==> config.mk <==
export PLATFORM = sky130hd
export DESIGN_NAME = ued_device_end_flat
export DESIGN_NICKNAME = d
export VERILOG_FILES = /design/src/rtl/ued_pkg.sv /design/src/rtl/ued_reg_if.sv /design/src/rtl/ued_fifo.sv /design/src/rtl/ued_device_end.sv /design/src/flat_wrapper.sv
export SDC_FILE = /design/constraint.sdc
export NUM_CORES = 1
export LEC_CHECK = 0
export BUFFER_PORTS_ARGS = -buffer_cell sky130_fd_sc_hd__buf_2
export CAP_MARGIN = 25
export CORE_ASPECT_RATIO = 0.7
export CORE_MARGIN = 3
export CORE_UTILIZATION = 32
export CTS_CLUSTER_SIZE = 14
export DETAILED_ROUTE_END_ITERATION = 10
export PLACE_DENSITY = 0.56
export SYNTH_ARGS = -nofsm -noshare
export SYNTH_HDL_FRONTEND = slang
export SYNTH_SLANG_ARGS = --single-unit
==> constraint.sdc <==
create_clock -name clk_sys -period 5.34 [get_ports clk_sys]
set_input_delay 1.068 -clock clk_sys [delete_from_list [all_inputs] [get_ports clk_sys]]
set_output_delay 1.068 -clock clk_sys [all_outputs]
set_load 0.005 [all_outputs]
==> src/rtl/ued_pkg.sv <==
// Purpose: shared constants and types of the endpoint control block
// Assumes: one endpoint per device instance, byte-wide FIFO data
// Notes: a two-bit select stands in for addresses
// Functional notes
// tx ready set by firmware, cleared by device
// device runs IN, then flags tx complete
// firmware loads only while tx ready reads 0
// force halt is write-one, answers STALL
// acknowledged STALL sets halt acknowledged flag
// bank 1 flag set when bank 1 holds packet
// interrupt held while bank 1 flag set
// firmware writes 0 to release bank 1
// direction bit picks control data stage direction
// firmware sets direction before clearing setup flag
// three-bit endpoint kind encoding
// toggle bit reads DATA0 as 0, DATA1 as 1
// enable bit reads back and sets endpoint state
// eleven-bit received byte count, read-only
// firmware reads exactly the received byte count
// FIFO data register pushes and pops bytes
// firmware never exceeds max packet or FIFO
// bit 8 powers down the transceiver
// OUT data refused while setup flag set
// write 0 clears tx complete, 1 ignored
// write 0 clears halt acknowledged
// unused data and transceiver bits read zero
package ued_pkg;
   localparam int DATA_W = 8;
   localparam int FIFO_DEPTH = 16;
   localparam int CNT_W = 11;
   localparam int REG_W = 32;
   localparam int MAX_PKT = 16;
   // Status and control bit positions
   localparam int B_TX_COMPLETE = 0;
   localparam int B_BK0 = 1;
   localparam int B_SETUP = 2;
   localparam int B_STALL = 3;
   localparam int B_TXRDY = 4;
   localparam int B_FORCE = 5;
   localparam int B_BK1 = 6;
   localparam int B_DIR = 7;
   localparam int B_KIND = 8;
   localparam int B_TOG = 11;
   localparam int B_ON = 15;
   localparam int B_CNT = 16;
   localparam int B_XOFF = 8;
   localparam logic [2:0] KIND_CTRL = 3'h0;
   localparam logic [REG_W-1:0] REG_ZERO = 32'h0000_0000;
   localparam logic [REG_W-1:0] REG_ONE = 32'h0000_0001;
   typedef enum logic [1:0] {SEL_CSR = 2'h0, SEL_FDR = 2'h1, SEL_XCVR = 2'h2} ued_sel_t;
   typedef enum logic [1:0] {HS_ACK = 2'h0, HS_NAK = 2'h1, HS_STALL = 2'h2} ued_hs_t;
endpackage

==> src/rtl/ued_reg_if.sv <==
// Purpose: register port between endpoint logic and its firmware agent
// Assumes: both ends on clk_sys; reads answer one cycle later
// Notes: irq is a level, high while any event flag is set
interface ued_reg_if;
   ued_pkg::ued_sel_t regSel;
   logic regWr;
   logic regRd;
   logic [ued_pkg::REG_W-1:0] regWdata;
   logic [ued_pkg::REG_W-1:0] regRdata;
   logic regRdValid;
   logic irq;
   modport dev (input regSel, regWr, regRd, regWdata, output regRdata, regRdValid, irq);
   modport fw (output regSel, regWr, regRd, regWdata, input regRdata, regRdValid, irq);
endinterface

==> src/rtl/ued_fifo.sv <==
// Purpose: flop-based FIFO with valid/ready on both sides
// Assumes: push and pop may happen in the same cycle
// Notes: inReady drops when full, so the writer stalls
module ued_fifo #(
   parameter int W = 8,
   parameter int DEPTH = 16
) (
   input wire logic clk_sys,
   input wire logic rst,
   input wire logic inValid,
   input wire logic [W-1:0] inData,
   output logic inReady,
   output logic outValid,
   output logic [W-1:0] outData,
   input wire logic outReady
);
   import ued_pkg::*;
   localparam int AW = $clog2(DEPTH);
   typedef struct packed {
      logic [DEPTH-1:0][W-1:0] mem;
      logic [AW-1:0] wp;
      logic [AW-1:0] rp;
      logic [AW:0] cnt;
   } ued_fifo_st_t;
   ued_fifo_st_t s, next_s;
   logic push, pop;

   // Explicit wrap lets depth be any value
   function automatic logic [AW-1:0] nextPtr(logic [AW-1:0] p);
      return (p == AW'(DEPTH - 1)) ? '0 : AW'(p + 1'b1);
   endfunction

   // Full and empty from the fill count
   assign inReady = s.cnt != (AW + 1)'(DEPTH);
   assign outValid = s.cnt != '0;
   assign outData = s.mem[s.rp];
   assign push = inValid && inReady;
   assign pop = outValid && outReady;

   // Pointer and count update
   always_comb begin
      next_s = s;
      if (push) begin
         next_s.mem[s.wp] = inData;
         next_s.wp = nextPtr(s.wp);
      end
      if (pop) begin
         next_s.rp = nextPtr(s.rp);
      end
      if (push && !pop) begin
         next_s.cnt = (AW + 1)'(s.cnt + 1'b1);
      end else if (pop && !push) begin
         next_s.cnt = (AW + 1)'(s.cnt - 1'b1);
      end
   end

   always_ff @(posedge clk_sys) begin
      if (rst) begin
         s <= '0;
      end else begin
         s <= next_s;
      end
   end
endmodule

==> src/rtl/ued_device_end.sv <==
// Purpose: endpoint control and status logic, register side and bus side
// Assumes: a serial engine on clk_sys gives tokens and bytes
// Notes: banks share one receive FIFO and drain in fill order
module ued_device_end #(
   parameter bit PING_PONG = 1'b1
) (
   input wire logic clk_sys,
   input wire logic rst,
   ued_reg_if.dev regs,
   input wire logic busTokIn,
   input wire logic busOutValid,
   input wire logic [ued_pkg::DATA_W-1:0] busOutData,
   input wire logic busOutLast,
   input wire logic busOutSetup,
   input wire logic busOutToggle,
   output logic busOutReady,
   output logic busTxValid,
   output logic [ued_pkg::DATA_W-1:0] busTxData,
   output logic busTxLast,
   input wire logic busTxReady,
   input wire logic busInAck,
   output logic busHsValid,
   output ued_pkg::ued_hs_t busHsCode,
   output logic xcvrOff
);
   import ued_pkg::*;
   typedef enum logic [4:0] {
      D_IDLE = 5'h01,
      D_RECV = 5'h02,
      D_DROP = 5'h04,
      D_SEND = 5'h08,
      D_WAIT = 5'h10
   } ued_dstate_t;
   typedef struct packed {
      ued_dstate_t st;
      logic tx_complete, bk0, bk1, setupRx, haltAck, txRdy, forceHalt, dir, tog, epOn, xOff;
      logic [2:0] kind;
      logic fillBk, drainBk, curBk, isSetup;
      logic [CNT_W-1:0] cnt0, cnt1, rcv, txLen, txLeft;
      ued_hs_t pend;
      logic hsValid;
      ued_hs_t hsCode;
      logic rdValid;
      logic [REG_W-1:0] rdata;
   } ued_dev_st_t;
   ued_dev_st_t s, next_s;

   logic txPush, txInReady, txOutValid, txPop;
   logic rxPush, rxInReady, rxOutValid, rxPop;
   logic [DATA_W-1:0] txOutData, rxOutData;
   logic live, ctrl, ppOn;
   logic [REG_W-1:0] w;

   // Status word; count of the bank draining next
   function automatic logic [REG_W-1:0] csrView(ued_dev_st_t v);
      logic [REG_W-1:0] r;
      r = REG_ZERO;
      r[B_TX_COMPLETE] = v.tx_complete;
      r[B_BK0] = v.bk0;
      r[B_SETUP] = v.setupRx;
      r[B_STALL] = v.haltAck;
      r[B_TXRDY] = v.txRdy;
      r[B_BK1] = v.bk1;
      r[B_DIR] = v.dir;
      r[B_KIND +: 3] = v.kind;
      r[B_TOG] = v.tog;
      r[B_ON] = v.epOn;
      r[B_CNT +: CNT_W] = (v.setupRx || !v.drainBk) ? v.cnt0 : v.cnt1;
      return r;
   endfunction

   ued_fifo #(.W(DATA_W), .DEPTH(FIFO_DEPTH)) txFifo (
      .clk_sys(clk_sys),
      .rst(rst),
      .inValid(txPush),
      .inData(regs.regWdata[DATA_W-1:0]),
      .inReady(txInReady),
      .outValid(txOutValid),
      .outData(txOutData),
      .outReady(txPop)
   );

   ued_fifo #(.W(DATA_W), .DEPTH(FIFO_DEPTH)) rxFifo (
      .clk_sys(clk_sys),
      .rst(rst),
      .inValid(rxPush),
      .inData(busOutData),
      .inReady(rxInReady),
      .outValid(rxOutValid),
      .outData(rxOutData),
      .outReady(rxPop)
   );

   // Strobes; pushes blocked while a packet waits
   assign w = regs.regWdata;
   assign live = s.epOn && !s.xOff;
   assign ctrl = s.kind == KIND_CTRL;
   assign ppOn = PING_PONG && !ctrl;
   assign txPush = regs.regWr && regs.regSel == SEL_FDR && !s.txRdy;
   assign rxPop = regs.regRd && regs.regSel == SEL_FDR && rxOutValid;
   assign busOutReady = (s.st == D_RECV) ? rxInReady : (s.st == D_DROP);
   assign rxPush = s.st == D_RECV && busOutValid && rxInReady;
   assign busTxValid = s.st == D_SEND && txOutValid;
   assign busTxData = txOutData;
   assign busTxLast = s.txLeft == CNT_W'(1);
   assign txPop = busTxValid && busTxReady;

   // Outputs from state flops
   assign busHsValid = s.hsValid;
   assign busHsCode = s.hsCode;
   assign xcvrOff = s.xOff;
   assign regs.regRdata = s.rdata;
   assign regs.regRdValid = s.rdValid;
   assign regs.irq = s.tx_complete | s.bk0 | s.bk1 | s.setupRx | s.haltAck;

   // Register side first so a hardware set wins a clear
   always_comb begin
      logic tgt;
      tgt = 1'b0;
      next_s = s;
      next_s.hsValid = 1'b0;
      next_s.rdValid = 1'b0;
      if (regs.regWr) begin
         unique case (regs.regSel)
            SEL_CSR: begin
               if (!w[B_TX_COMPLETE]) next_s.tx_complete = 1'b0;
               if (!w[B_BK0] && s.bk0) begin
                  next_s.bk0 = 1'b0;
                  next_s.drainBk = ppOn;
               end
               if (!w[B_BK1] && s.bk1) begin
                  next_s.bk1 = 1'b0;
                  next_s.drainBk = 1'b0;
               end
               if (!w[B_SETUP]) next_s.setupRx = 1'b0;
               if (!w[B_STALL]) next_s.haltAck = 1'b0;
               if (w[B_TXRDY]) next_s.txRdy = 1'b1;
               if (w[B_FORCE]) next_s.forceHalt = 1'b1;
               next_s.dir = w[B_DIR];
               next_s.kind = w[B_KIND +: 3];
               next_s.epOn = w[B_ON];
            end
            SEL_FDR: begin
               if (txPush && txInReady) next_s.txLen = CNT_W'(s.txLen + 1'b1);
            end
            SEL_XCVR: next_s.xOff = w[B_XOFF];
            default: ;
         endcase
      end
      // Reads answer next cycle; unused bits stay zero
      if (regs.regRd) begin
         next_s.rdValid = 1'b1;
         unique case (regs.regSel)
            SEL_CSR: next_s.rdata = csrView(s);
            SEL_FDR: next_s.rdata = {{(REG_W - DATA_W){1'b0}}, rxOutData};
            SEL_XCVR: next_s.rdata = REG_ONE << B_XOFF & {REG_W{s.xOff}};
            default: next_s.rdata = REG_ZERO;
         endcase
      end
      unique case (s.st)
         D_IDLE: begin
            if (busTokIn) begin
               next_s.hsValid = 1'b1;
               next_s.hsCode = HS_NAK;
               if (live && s.forceHalt) begin
                  next_s.hsCode = HS_STALL;
                  next_s.haltAck = 1'b1;
               end else if (live && s.txRdy) begin
                  next_s.hsValid = 1'b0;
                  next_s.txLeft = s.txLen;
                  next_s.st = (s.txLen == '0) ? D_WAIT : D_SEND;
               end
            end else if (busOutValid) begin
               // Fate decided before the first byte is taken
               next_s.rcv = '0;
               next_s.isSetup = busOutSetup && ctrl;
               next_s.st = D_DROP;
               next_s.pend = HS_NAK;
               tgt = ppOn ? s.fillBk : 1'b0;
               if (!live) begin
                  next_s.pend = HS_NAK;
               end else if (busOutSetup && ctrl) begin
                  if (!s.bk0 && !s.setupRx) begin
                     next_s.st = D_RECV;
                     next_s.curBk = 1'b0;
                  end
               end else if (s.forceHalt) begin
                  next_s.pend = HS_STALL;
               end else if (ctrl && s.setupRx) begin
                  next_s.pend = HS_NAK;
               end else if (ctrl && s.dir) begin
                  next_s.pend = HS_ACK;
               end else if (!(tgt ? s.bk1 : s.bk0)) begin
                  next_s.st = D_RECV;
                  next_s.curBk = tgt;
               end
            end
         end
         D_RECV: begin
            if (rxPush) begin
               next_s.rcv = CNT_W'(s.rcv + 1'b1);
               if (busOutLast) begin
                  next_s.st = D_IDLE;
                  next_s.hsValid = 1'b1;
                  next_s.hsCode = HS_ACK;
                  next_s.tog = busOutToggle;
                  if (s.curBk) begin
                     next_s.bk1 = 1'b1;
                     next_s.cnt1 = CNT_W'(s.rcv + 1'b1);
                  end else begin
                     next_s.cnt0 = CNT_W'(s.rcv + 1'b1);
                     // Set on top of this cycle's writes, so a clear never erases it
                     if (s.isSetup) next_s.setupRx = 1'b1;
                     else next_s.bk0 = 1'b1;
                  end
                  if (s.isSetup) next_s.forceHalt = 1'b0;
                  if (ppOn && !s.isSetup) next_s.fillBk = !s.curBk;
               end
            end
         end
         D_DROP: begin
            if (busOutValid && busOutLast) begin
               next_s.st = D_IDLE;
               next_s.hsValid = live;
               next_s.hsCode = s.pend;
               if (s.pend == HS_STALL) next_s.haltAck = 1'b1;
            end
         end
         D_SEND: begin
            if (txPop) begin
               next_s.txLeft = CNT_W'(s.txLeft - 1'b1);
               if (busTxLast) next_s.st = D_WAIT;
            end
         end
         D_WAIT: begin
            if (busInAck) begin
               next_s.st = D_IDLE;
               next_s.tx_complete = 1'b1;
               next_s.txRdy = 1'b0;
               next_s.txLen = '0;
               next_s.tog = !s.tog;
            end
         end
      endcase
   end

   always_ff @(posedge clk_sys) begin
      if (rst) begin
         s <= '0;
         s.st <= D_IDLE;
      end else begin
         s <= next_s;
      end
   end
endmodule

==> src/flat_wrapper.sv <==
// flat-port wrapper written by rule: the top's interface ports become plain ports
module ued_device_end_flat import ued_pkg::*;
#(
   parameter bit PING_PONG = 1'b1
)
  (clk_sys, rst, busTokIn, busOutValid, busOutData, busOutLast, busOutSetup, busOutToggle, busOutReady, busTxValid, busTxData, busTxLast, busTxReady, busInAck, busHsValid, busHsCode, xcvrOff, regs_regSel, regs_regWr, regs_regRd, regs_regWdata, regs_regRdata, regs_regRdValid, regs_irq);
  ued_reg_if regs_i ();
  input wire logic clk_sys;
  input wire logic rst;
  input wire logic busTokIn;
  input wire logic busOutValid;
  input wire logic [ued_pkg::DATA_W-1:0] busOutData;
  input wire logic busOutLast;
  input wire logic busOutSetup;
  input wire logic busOutToggle;
  output logic busOutReady;
  output logic busTxValid;
  output logic [ued_pkg::DATA_W-1:0] busTxData;
  output logic busTxLast;
  input wire logic busTxReady;
  input wire logic busInAck;
  output logic busHsValid;
  output ued_pkg::ued_hs_t busHsCode;
  output logic xcvrOff;
  input wire logic [$bits(regs_i.regSel)-1:0] regs_regSel;
  input wire logic [$bits(regs_i.regWr)-1:0] regs_regWr;
  input wire logic [$bits(regs_i.regRd)-1:0] regs_regRd;
  input wire logic [$bits(regs_i.regWdata)-1:0] regs_regWdata;
  output wire logic [$bits(regs_i.regRdata)-1:0] regs_regRdata;
  output wire logic [$bits(regs_i.regRdValid)-1:0] regs_regRdValid;
  output wire logic [$bits(regs_i.irq)-1:0] regs_irq;
  assign regs_i.regSel = regs_regSel;
  assign regs_i.regWr = regs_regWr;
  assign regs_i.regRd = regs_regRd;
  assign regs_i.regWdata = regs_regWdata;
  assign regs_regRdata = regs_i.regRdata;
  assign regs_regRdValid = regs_i.regRdValid;
  assign regs_irq = regs_i.irq;
  ued_device_end #(.PING_PONG(PING_PONG)) u_core (.clk_sys(clk_sys), .rst(rst), .regs(regs_i), .busTokIn(busTokIn), .busOutValid(busOutValid), .busOutData(busOutData), .busOutLast(busOutLast), .busOutSetup(busOutSetup), .busOutToggle(busOutToggle), .busOutReady(busOutReady), .busTxValid(busTxValid), .busTxData(busTxData), .busTxLast(busTxLast), .busTxReady(busTxReady), .busInAck(busInAck), .busHsValid(busHsValid), .busHsCode(busHsCode), .xcvrOff(xcvrOff));
endmodule
Word level (Yosys, flattened, before mapping)
Cells that the tools add are included.
W data, S select, Z words.
Storage, ports and cells
  bits of input ports: 53
  logic and storage cells: 303
  output and inout bits: 49
  register bits after elaboration: 398
Cells by class
  add/sub/neg operators: 11
  multiplexer cells: 111
  magnitude comparators: 6
  equal/unequal tests: 34
  reductions and logical operators: 70
  bitwise gates (word level): 6
Operator list (count)
  $bwmux W128: 2
  $mux W11: 13
  $mux W5: 18
  $pmux W27 S3: 1
  $bmux W8 S4: 2
  $demux W8 S4: 2
  $mux W8: 6
  $pmux W11 S2: 2
  $mux W1: 40
  $mux W33: 1
  $mux W3: 10
  $logic_and A1 B1 Y1: 29
  $pmux W5 S5: 1
  $ne A2 B2 Y1 const B: 12
  $add A11 B1 Y11 const B: 2
  $lt A4 B5 Y1 const B: 4
  $reduce_and A4 Y1: 5
  $reduce_and A9 Y1: 2
  $add A4 B1 Y4 const B: 4
  $eq A4 B4 Y1 const B: 4
  $mux W4: 4
  $logic_not A1 Y1: 15
  $reduce_bool A2 Y1: 6
  $eq A11 B1 Y1 const B: 1
  other kinds (30): 52

Logic depth before layout (Yosys ltp)
Gate-level depths: netlist of the first run.
  depth after elaboration: 12
  mapped depth: 13
  gate-level depth less buffers: 11

By module
A second synthesis of the first run with hierarchy kept.
Unflattened totals
  cell total of the unflattened synthesis: 1871
  area, all modules: 18451.4 sq um
Modules (own cells, without submodules)
  ued_fifo at u_core.txFifo: area an instance 6552.5 sq um, times used 1, cells an instance 597, sequential area each 2822.7 sq um
  ued_fifo at u_core.rxFifo: area an instance 6540.0 sq um, times used 1, cells an instance 592, sequential area each 2822.7 sq um
  ued_device_end: area an instance 5358.9 sq um, times used 1, cells an instance 682, sequential area each 2162.1 sq um

Least setup slack after synthesis of the first run
OpenSTA, ideal clock, no wires.
  kind: input -> register
  from: in regs_regSel[1]
  to: reg u_core.txFifo.s[4] (netlist bit)
  buffers on the path: 3
  stages: 13
  data required time: 5.219 ns
  arrival time: 3.946 ns
  setup time: 0.121 ns
  setup slack: 1.274 ns
  path through: clkbuf_1 nand4bb_1 a21oi_1 clkbuf_1 buf_1 ha_1 inv_1 ha_1 nor2b_1 o21a_1 or3_1 a21oi_1 mux2_2
Between the ends
  cells in the longest elaborated chain, start to end: 7
  elaborated cells on any way between the ends: 9
  classes of those cells: eq/ne: 1; mux: 1; reduce/logical: 7
RTL lines
  from (decl): RTL line flat_wrapper.sv:25  | input wire logic [$bits(regs_i.regSel)-1:0] regs_regSel;
  $eq A2 B1 Y1 *: RTL line ued_device_end.sv:99  | assign txPush = regs.regWr && regs.regSel == SEL_FDR && !s.txRdy;
  $logic_and A1 B1 Y1 * (2 in series): RTL line ued_device_end.sv:99
  $logic_and A1 B1 Y1 *: RTL line ued_fifo.sv:37  | assign push = inValid && inReady;
  named net u_core.txFifo.push: RTL line ued_fifo.sv:26  | logic push, pop;
  $logic_not A1 Y1: RTL line ued_fifo.sv:52  | end else if (pop && !push) begin
  $logic_and A1 B1 Y1: RTL line ued_fifo.sv:52
  $reduce_bool A2 Y1 (no source line)
  to (signal assigned): RTL line ued_fifo.sv:61  | s <= next_s;
  to (decl): RTL line ued_fifo.sv:25  | ued_fifo_st_t s, next_s;
Mark *: on every way through the listed nets, which the timed path passes. The rest lies on a longest branch.
A chain may end at the register's enable or synchronous reset.

Final worst setup path of the first run
  from: reg u_core.txFifo.s[5] (netlist bit)
  to: out busTxData[1] (netlist bit)
Between the ends
  cells in the longest elaborated chain, start to end: 2
RTL lines
  $bmux W8 S4: RTL line ued_fifo.sv:36  | assign outData = s.mem[s.rp];
  $mux W8 (not written as such): RTL line ued_fifo.sv:36
  to (decl): RTL line flat_wrapper.sv:18  | output logic [ued_pkg::DATA_W-1:0] busTxData;
Every way passes these cells. The select of a mux whose other input is x is not followed.

==> impl_metrics.yaml, run 1 <==
status:
  status: "complete, no violations"
clock_tree:
  cts_htree_levels: 2
  cts_max_path_buffers: 3
  clock_sinks: 390
  cts_tree: "built"
  cts.reportedPaths.clkPinSlew_ns: 0.06
  post-cts-setup-buffer-count: 0
  root_buffer: "clkbuf_16"
  cts_hold_buffers: 0
  numCtsBuffers: 40
  cts-resized-gates: 0
  clock_latency_ns: 0.57
logic_synthesis:
  ys_ff_latch: 390
  yosys_warnings: 0
  synthFlopType: "dfxtp_1"
  ys_async_sr_fraction_pct: 0
  yosysSeqAreaShare_pct: 43.3
  syn_area_per_cell_um2: 9.81
  synth_edf_count: 0
  netlist_instances: 1838
  synthDistinctLibCells: 70
  syn_area_mm2: 0.0180
layout:
  area_growth_pct: 10.6
  nets: 1884
  nFillCells: 5550
  finalNonFillerCells: 2574
  final_cell_mix: "dfxtp_1, nor2_1, mux2i_1, a21oi_1, nand2_1"
  final_layout_size_suffix_gt1_share_pct: 13.0
  layout_commonest_cell: "dfxtp_1"
sta:
  slew_violations: 0
  slew_headroom_pct: 24.8
  fmax_mhz: 248
  finalClockSkew_ns: 0.0433
  finalSetupViolCount: 0
  worst_pin_slew_ns: 1.13
  setup_tns_ns: 0
  rsz0062_at_grt: "false"
  fin_crit_ns: 4.03
  post-route-period-util_pct: 75.5
  hold_violations: 0
power_and_ir_drop:
  seqPwrFrac_pct: 48.7
  swShare_pct: 24.2
  power.share.combinational_pct: 6.5
  p_leak_nw: 8.53
  pwr-share-clk_pct: 44.8
  ir_drop_v: 0.000246
  p_per_area_mw_per_mm2: 307
  internal_power_mw: 4.64
  power_switching_mw: 1.48
setup_path:
  criticalPathCategory: "reg -> out"
  crit_path_max_fanout: 19
  arrival_ns: 2.96
  cp_cell_sequence: "buf_4 -> mux4_2 -> mux4_2 -> buf_2"
  crit_required_ns: 4.27
  end_kind: "primary output"
  crit_top_cell: "mux4_2"
  start_kind: "flip-flop"
  slowest_stage: "dfxtp_2"
  crit_path_max_incr_delay_ns: 0.79
floorplan:
  die_height_um: 205
  die_x_um: 290
  io_pins: 102
  dieArea_mm2: 0.0593
  fp-row-count: 72
  core-area_mm2: 0.0555
  initial_core_util_pct: 32.5
detailed_routing:
  firstDrtPassIters: 5
  drt_wl_total_mm: 47.6
  vias: 13100
  wire_per_inst_um: 18.5
  drt_iter0_drc: 1012
  via_per_inst: 5.11
  drc: 0
  ant_nets: 0
global_route:
  grt_start_max_net_pins: 220
  grt_first_pass_wirelength_mm: 74.0
  antenna_found_initial: 9
  grt_pass1_vias: 12600
  overflow: 0
  grt_use_total_pct: 15.9
place:
  gp_congestion: 0.786
  port_buffers: 73
  hpwlAfterDp_mm: 32.4
  place_inst: 2502
run:
  cap_violations: 0
worst_hold_path:
  hold_path_class: "reg -> reg"
per-layer routing:
layer  up-vias  track usage [%]  share of wire [%]
met3        56             3.84                6.7
li1       6341                -                  -
met1      6425             24.1                 50
met4         6             3.49                1.5
met5         -                0              0.080
met2       318             22.7                 41
cell usage after synthesis, types with 6 or more instances:
library cell | instances | area, um2
dfxtp_1 | 390 | 7810
nor2_1 | 369 | 1390
mux2i_1 | 285 | 2850
clkbuf_1 | 104 | 390
a21oi_1 | 90 | 450
nand2_1 | 81 | 304
mux4_2 | 72 | 1620
buf_4 | 38 | 285
nand3_1 | 37 | 185
o21ai_0 | 36 | 180
ha_1 | 24 | 300
nor3_1 | 24 | 120
inv_1 | 23 | 86.3
xor2_1 | 21 | 184
a211oi_1 | 18 | 135
nand4_1 | 17 | 106
nor2b_1 | 16 | 100
buf_2 | 13 | 65.1
xnor2_1 | 13 | 114
a22oi_1 | 12 | 90.1
or3_1 | 12 | 75.1
and2_1 | 11 | 68.8
and3_1 | 11 | 68.8
buf_1 | 8 | 30.0
nand3_2 | 8 | 80.1
o22a_1 | 8 | 70.1
nand2b_1 | 6 | 37.5
per-stage QoR:
stage / util (%) / cell area [um2] / hold WS (ns) / power, mW / setup slack [ns]
after floorplan: - / 18100 / 0.437 / 3.33 / 1.27
after detailed placement: 33.6 / 18700 / 0.452 / 3.45 / 1.41
after global placement: 33.6 / 18700 / 0.445 / 3.44 / 1.45
after CTS: 35.9 / 19900 / 0.461 / 6.22 / 1.23
final: 35.9 / 19900 / 0.464 / 6.13 / 1.31
after global routing: 35.9 / 19900 / 0.493 / 6.38 / 1.18
worst max-delay path: cells and delay by family (launching register included):
family / cells / cell delay, ns
buffers and inverters: 2 / 0.50
DFF: 1 / 0.79
muxes: 2 / 1.12
final timing paths:
check                                        from                         endpoint  slack [ns]  cells after the start
hold reg to reg         u_core.s[72]$_SDFFE_PP0P_        u_core.s[72]$_SDFFE_PP0P_        0.46                      2
hold / removal          u_core.s[72]$_SDFFE_PP0P_        u_core.s[72]$_SDFFE_PP0P_        0.46                      2
setup reg to reg  u_core.txFifo.s[0]$_SDFFE_PP0P_  u_core.txFifo.s[4]$_SDFFE_PP0P_        1.85                     11
setup / recovery  u_core.txFifo.s[5]$_SDFFE_PP0P_                     busTxData[1]        1.31                      4
area by class of cell:
type | count | area [um2] | area share (%)
Sequential cell | 390 | 7810 | 39.1
Clock inverter | 7 | 114 | 0.571
Antenna cell | 2 | 5.00 | 0.0251
Clock buffer | 62 | 1140 | 5.74
Tap cell | 740 | 926 | 4.64
Inverter | 25 | 93.8 | 0.470
Multi-Input combinational cell | 1262 | 9360 | 46.9
Timing Repair Buffer | 86 | 495 | 2.48
flip-flops by register name, indices dropped and copies added (netlist names):
| register | count |
|---|---|
| u_core.xcvrOff | 1 |
| u_core.s | 79 |
| u_core.regs.regRdata | 24 |
| u_core.busHsCode | 2 |
| u_core.txFifo.s | 141 |
| u_core.rxFifo.s | 141 |
| u_core.regs.regRdValid | 1 |
| u_core.busHsValid | 1 |
power by group through the flow:
| stage | Sequential [mW] | Clock [mW] | Combinational [mW] |
|---|---|---|---|
| final | 2.99 | 2.74 | 0.398 |
| after global routing | 2.99 | 2.96 | 0.441 |
| after CTS | 2.98 | 2.84 | 0.398 |
| after detailed placement | 3.05 | 0 | 0.396 |
| after global placement | 3.05 | 0 | 0.391 |
| after floorplan | 3.02 | 0 | 0.310 |
kinds of logic (layout without fill, tap and decap cells):
logic type / Yosys count / in the layout / share of synthesized area (%)
xor gates and xnor gates: 34 / 34 / 1.65
buffers and inverters: 193 / 180 / 5.00
adders and majority gates: 26 / 26 / 1.89
muxes: 359 / 359 / 24.9
AOI/OAI and AO/OA: 203 / 203 / 7.23
DFF: 390 / 390 / 43.3
and+or+nand+nor: 632 / 632 / 16.0
other: 1 / 10 / 0.0208
(Power assumes the default switching activity.)
==> inputs of run 2 (changes only) <==
Settings changed: PLACE_DENSITY 0.56 to 0.58.
Clock period 5.34 ns to 3.6 ns, I/O delays scaled along.
==> run 2 against run 1 <==
Effect of this change: worst setup slack lost 1.1 ns; worst hold slack got worse by 0.043 ns; count of clock-buffer cells in the layout decreased by 2; die area unchanged; sequential share of layout area decreased by 0.57 points; cell area grew 1.5%; largest power group unchanged.
==> impl_metrics.yaml, run 2 (synthesized netlist as in run 1, its figures left out) <==
status:
  status: "complete, no violations"
layout:
  nFillCells: 5566
  nets: 1903
  area_growth_pct: 12.2
  seqCellArea_mm2: 0.00781
  final_layout_size_suffix_gt1_share_pct: 14.8
  fin_util_pct: 36.5
  multiInputGateArea_mm2: 0.00936
  layout_commonest_cell: "dfxtp_1"
  final_cell_mix: "dfxtp_1, nor2_1, mux2i_1, a21oi_1, nand2_1"
  finalNonFillerCells: 2597
  top_regs: "u_core.rxFifo.s: 141 flops, u_core.txFifo.s: 141 flops, u_core.s: 79 flops"
power_and_ir_drop:
  p_leak_nw: 8.70
  ir_drop_v: 0.000342
  p_per_area_mw_per_mm2: 463
detailed_routing:
  drt_wl_total_mm: 47.9
  via_per_inst: 5.13
  firstDrtPassIters: 5
  vias: 13300
  drt_iter0_drc: 1049
  wire_per_inst_um: 18.4
  ant_nets: 0
  drc: 0
global_route:
  grt_start_max_net_pins: 189
  overflow: 0
  grt_pass1_vias: 12900
  antenna_found_initial: 4
  grt_use_total_pct: 16.0
  grt_first_pass_wirelength_mm: 74.8
floorplan:
  io_pins: 102
  fp-row-count: 72
  dieArea_mm2: 0.0593
  die_x_um: 290
  die_height_um: 205
  initial_core_util_pct: 32.5
  core-area_mm2: 0.0555
clock_tree:
  post-cts-setup-buffer-count: 0
  root_buffer: "clkbuf_16"
  numCtsBuffers: 40
  clock_sinks: 390
  cts.reportedPaths.clkPinSlew_ns: 0.07
  cts_tree: "built"
  cts_max_path_buffers: 3
  clock_latency_ns: 0.58
  cts_hold_buffers: 0
  cts_htree_levels: 2
  cts-resized-gates: 0
sta:
  finalSetupViolCount: 0
  rsz0062_at_grt: "false"
  hold_violations: 0
  slew_headroom_pct: 34.5
  slew_violations: 0
  fin_crit_ns: 3.40
  fmax_mhz: 294
  setup_tns_ns: 0
  finalClockSkew_ns: 0.0504
  post-route-period-util_pct: 94.6
  worst_pin_slew_ns: 0.983
setup_path:
  critPathCapture: "u_core.rxFifo.s[4]$_SDFFE_PP0P_"
  r2r_end: "u_core.rxFifo.s[4]$_SDFFE_PP0P_"
  start_kind: "flip-flop"
  end_kind: "flip-flop"
  arrival_ns: 3.86
  critPathLaunch: "u_core.rxFifo.s[0]$_SDFFE_PP0P_"
  r2r_cells: 11
  rrSetupSlack_ns: 0.20
  crit_required_ns: 4.05
  criticalPathCategory: "reg -> reg"
  crit_path_max_fanout: 5
  reg2reg_from: "u_core.rxFifo.s[0]$_SDFFE_PP0P_"
place:
  gp_congestion: 0.824
  port_buffers: 73
  place_inst: 2522
  hpwlAfterDp_mm: 32.6
worst_hold_path:
  hold_path_class: "in -> reg"
run:
  cap_violations: 0
==> run 2: cell count changes in the layout (fill, tap and decap cells not counted), sizes merged <==
cell | previous run | this run
diode | 2 | 1
clkinv | 5 | 8
buf | 86 | 105
clkinvlp | 0 | 3
clkbuf | 62 | 60
inv | 25 | 26
==> run 2: cell type report <==
| type | instances | area share, % |
|---|---|---|
| inverter | 25 | 0.464 |
| timing repair buffer | 105 | 3.29 |
| multi-input combinational | 1262 | 46.2 |
| antenna | 1 | 0.0124 |
| clock buffer | 60 | 6.01 |
| clock inverter | 14 | 0.847 |
| sequential | 390 | 38.6 |
| tap | 740 | 4.57 |
==> run 2: power by group <==
| group | switching, mW | leakage [nW] | internal, mW | total (mW) |
|---|---|---|---|---|
| combinational | 0.407 | 4.87 | 0.210 | 0.618 |
| clock | 1.82 | 0.679 | 2.51 | 4.32 |
| sequential | 0.0683 | 3.14 | 4.36 | 4.43 |
| total | 2.29 | 8.70 | 7.07 | 9.37 |
==> run 2: worst min-delay path by stage <==
| stage | startpoint | end | cells after the start |
|---|---|---|---|
| floorplan | u_core.s[72]$_SDFFE_PP0P_ | u_core.s[72]$_SDFFE_PP0P_ | 2 |
| global placement | u_core.s[72]$_SDFFE_PP0P_ | u_core.s[72]$_SDFFE_PP0P_ | 2 |
| detailed placement | u_core.s[72]$_SDFFE_PP0P_ | u_core.s[72]$_SDFFE_PP0P_ | 2 |
| CTS | regs_regWdata[9] | u_core.s[98]$_SDFFE_PP0P_ | 3 |
| global route | regs_regWdata[9] | u_core.s[98]$_SDFFE_PP0P_ | 3 |
| finish | regs_regWdata[9] | u_core.s[98]$_SDFFE_PP0P_ | 3 |
==> run 2: through the flow <==
step	setup slack (ns)	instance area, um2	hold slack (ns)	total power, mW
global placement	0.232	18900	0.445	5.12
floorplan	0.0107	18100	0.437	4.94
finish	0.196	20200	0.421	9.37
CTS	0.145	20200	0.389	9.49
global route	0.0453	20200	0.413	9.72
detailed placement	0.184	18900	0.453	5.14
==> run 2: critical path, cell delays in order, from the launching register on <==
cell,delay (ns)
dfxtp_1,0.37
or4_1,0.63
o211a_1,0.30
inv_1,0.12
ha_1,0.25
inv_1,0.12
ha_1,0.34
nor2b_1,0.16
o21a_1,0.18
or3_1,0.30
a21oi_1,0.19
mux2_2,0.35
==> run 2: per-layer routing <==
layer  part of all wire [%]  up-vias  global-route usage (%)
li1                       -     6384                       -
met4                    1.6        0                    3.27
met3                    5.3       58                    3.00
met2                     44      302                    24.3
met5                      0        -                       0
met1                     49     6576                    23.6
==> inputs of run 3 (changes only) <==
Settings changed: ABC_AREA from default to 1.
==> run 3 against run 2 <==
Effect of this change: utilization about the same; critical path depth decreased by 4; cell area increased by 0.42%; die area increased by 0.92%; non-clock buffer count decreased by 6; flip-flop and latch count unchanged; combinational power increased by 3.4%; power increased by 4.3%; global-route usage increased by 0.96 points; via count increased by 23%; critical endpoint is now busTxData[3]; register-to-register slack improved by 0.68 ns.
==> impl_metrics.yaml, run 3 <==
clock_tree:
  cts-resized-gates: 0
  cts_hold_buffers: 0
  numCtsBuffers: 43
  root_buffer: "clkbuf_16"
  clock_sinks: 390
  cts_tree: "built"
  post-cts-setup-buffer-count: 0
  clock_latency_ns: 0.57
  cts_htree_levels: 2
  cts_max_path_buffers: 3
  cts.reportedPaths.clkPinSlew_ns: 0.06
global_route:
  use_met1_pct: 25.0
  grt_use_total_pct: 17.0
  grt_pass1_vias: 14900
  busiest_layer: "met1"
  grt_start_max_net_pins: 96
  grtUsageMet3_pct: 3.58
  grt_first_pass_wirelength_mm: 82.4
  overflow: 0
  grt_use_met2_pct: 25.0
  antenna_found_initial: 0
sta:
  worst_pin_slew_ns: 0.915
  fin_crit_ns: 3.34
  rsz0062_at_grt: "false"
  finalClockSkew_ns: 0.0197
  setup_tns_ns: 0
  post-route-period-util_pct: 92.7
  hold_ws_ns: 0.401
  fmax_mhz: 300
  hold_violations: 0
  slew_violations: 0
  slew_headroom_pct: 38.6
  finalSetupViolCount: 0
logic_synthesis:
  synthFlopType: "dfxtp_1"
  yosys-top-cells-area: "dfxtp_1, a21oi_1, o21ai_0"
  netlist_instances: 2517
  synthMuxAreaShare_pct: 0
  yosys.area_share.xor_xnor_pct: 0.818
  yosys_warnings: 0
  synthSimpleGateAreaFrac_pct: 14.7
  synth_top_family_by_area: "compound AO/OA/AOI/OAI gates"
  ys_ff_latch: 390
  synth_commonest_cells: "a21oi_1, o21ai_0, dfxtp_1, inv_1, nand2_1"
  yosys.area_share.adder_pct: 1.87
  synth_compound_area_share_pct: 27.3
  syn_area_mm2: 0.0182
  synth_edf_count: 0
  synth.most_common_cell: "a21oi_1"
  ys_async_sr_fraction_pct: 0
  synth.top_cell.area_share_pct: 42.9
  synthDistinctLibCells: 51
  syn_area_per_cell_um2: 7.23
  yosysTopAreaCell: "dfxtp_1"
  yosysSeqAreaShare_pct: 42.9
floorplan:
  initial_core_util_pct: 32.7
  die_height_um: 206
  io_pins: 102
  core-area_mm2: 0.0558
  fp-row-count: 72
  dieArea_mm2: 0.0598
  die_x_um: 291
detailed_routing:
  wire_per_inst_um: 16.0
  vias: 16400
  via_per_inst: 5.04
  drt_iter0_drc: 1296
  firstDrtPassIters: 5
  ant_nets: 0
  drt_wl_total_mm: 52.1
  drc: 0
setup_path:
  end_kind: "primary output"
  crit_path_max_fanout: 18
  criticalPathCategory: "reg -> out"
  start_kind: "flip-flop"
  arrival_ns: 2.62
  r2r_end: "u_core.rxFifo.s[4]$_SDFFE_PP0P_"
  crit_required_ns: 2.88
  r2r_cells: 15
  rrSetupSlack_ns: 0.88
  reg2reg_from: "u_core.s[112]$_SDFFE_PP0P_"
worst_hold_path:
  hold_path.startpoint: "regs_regWdata[9]"
  min_to: "u_core.s[98]$_SDFFE_PP0P_"
  hold_path_class: "in -> reg"
  hold_depth: 3
place:
  hpwlAfterDp_mm: 34.6
  port_buffers: 73
  place_inst: 3175
  gp_congestion: 0.875
layout:
  final_layout_size_suffix_gt1_share_pct: 9.03
  nFillCells: 5816
  finalNonFillerCells: 3253
  top_regs: "u_core.rxFifo.s: 141 flops, u_core.txFifo.s: 141 flops, u_core.s: 79 flops"
  nets: 2559
  fin_util_pct: 36.5
  layout_commonest_cell: "a21oi_1"
  seqCellArea_mm2: 0.00781
  area_growth_pct: 11.6
  final_cell_mix: "a21oi_1, o21ai_0, dfxtp_1, inv_1, nand2_1"
  num_antenna_cells: 0
  multiInputGateArea_mm2: 0.00816
power_and_ir_drop:
  p_leak_nw: 7.38
  ir_drop_v: 0.000291
  p_per_area_mw_per_mm2: 480
  total_power_mw: 9.77
run:
  cap_violations: 0
status:
  status: "complete, no violations"
[run 3: cell count changes in the layout (fill, tap and decap cells not counted), moves of 16 or more]
cell and change:
nand2_1 +116, inv_1 +312, o21ai_0 +412, mux4_2 -72, nand3_1 +80, nor2_1 -204, nor2b_1 -16, a21oi_1 +372
mux2i_1 -285
[run 3: cell type report]
class / count / area share, %
Clock buffer: 57 / 6.09
Clock inverter: 21 / 1.35
Inverter: 354 / 6.57
Multi-Input combinational cell: 1592 / 40.1
Sequential cell: 390 / 38.4
Tap cell: 740 / 4.55
Timing Repair Buffer: 99 / 2.88
[run 3: through the flow]
stage                     worst slack, ns  instance area (um2)
after CTS                          0.0186                20300
final                               0.264                20300
after detailed placement            0.539                18800
after global placement              0.460                18800
after global routing                0.125                20300
after floorplan                     0.871                18200
[run 3: worst max path at each step]
stage | start | cells after the start | slack [ns] | end
finish | u_core.txFifo.s[6]$_SDFFE_PP0P_ | 7 | 0.26 | busTxData[3]
global route | u_core.txFifo.s[6]$_SDFFE_PP0P_ | 7 | 0.12 | busTxData[3]
CTS | u_core.txFifo.s[5]$_SDFFE_PP0P_ | 7 | 0.02 | busTxData[7]
detailed placement | regs_regSel[1] | 14 | 0.54 | u_core.rxFifo.s[4]$_SDFFE_PP0P_
global placement | regs_regSel[1] | 17 | 0.46 | u_core.txFifo.s[4]$_SDFFE_PP0P_
floorplan | busOutValid | 15 | 0.87 | u_core.rxFifo.s[4]$_SDFFE_PP0P_
[run 3: logic make-up after synthesis]
kind of cell,after synthesis
DFF,390
other,1
AOI/OAI and AO/OA,968
xor gates and xnor gates,17
adders and majority gates,26
buffers and inverters,542
and+or+nand+nor,573
[run 3: per-layer routing]
metal | routed length [um] | share of wire [%] | up-vias
li1 | - | - | 8261
met1 | 26100 | 50 | 7616
met2 | 21600 | 42 | 456
met3 | 3460 | 6.6 | 73
met4 | 933 | 1.8 | 0
met5 | 0 | 0 | -
[run 3: report_power, final]
group	internal (mW)	switching, mW
registers	4.36	0.0365
logic	0.186	0.454
clock network	2.86	1.88
total	7.40	2.37
[run 3: critical path: stages (launching register included)]
cell	delay, ns
dfxtp_1	0.31
inv_1	0.57
buf_4	0.29
a21oi_1	0.05
o21ai_0	0.08
a21oi_1	0.15
or3b_2	0.47
buf_2	0.14
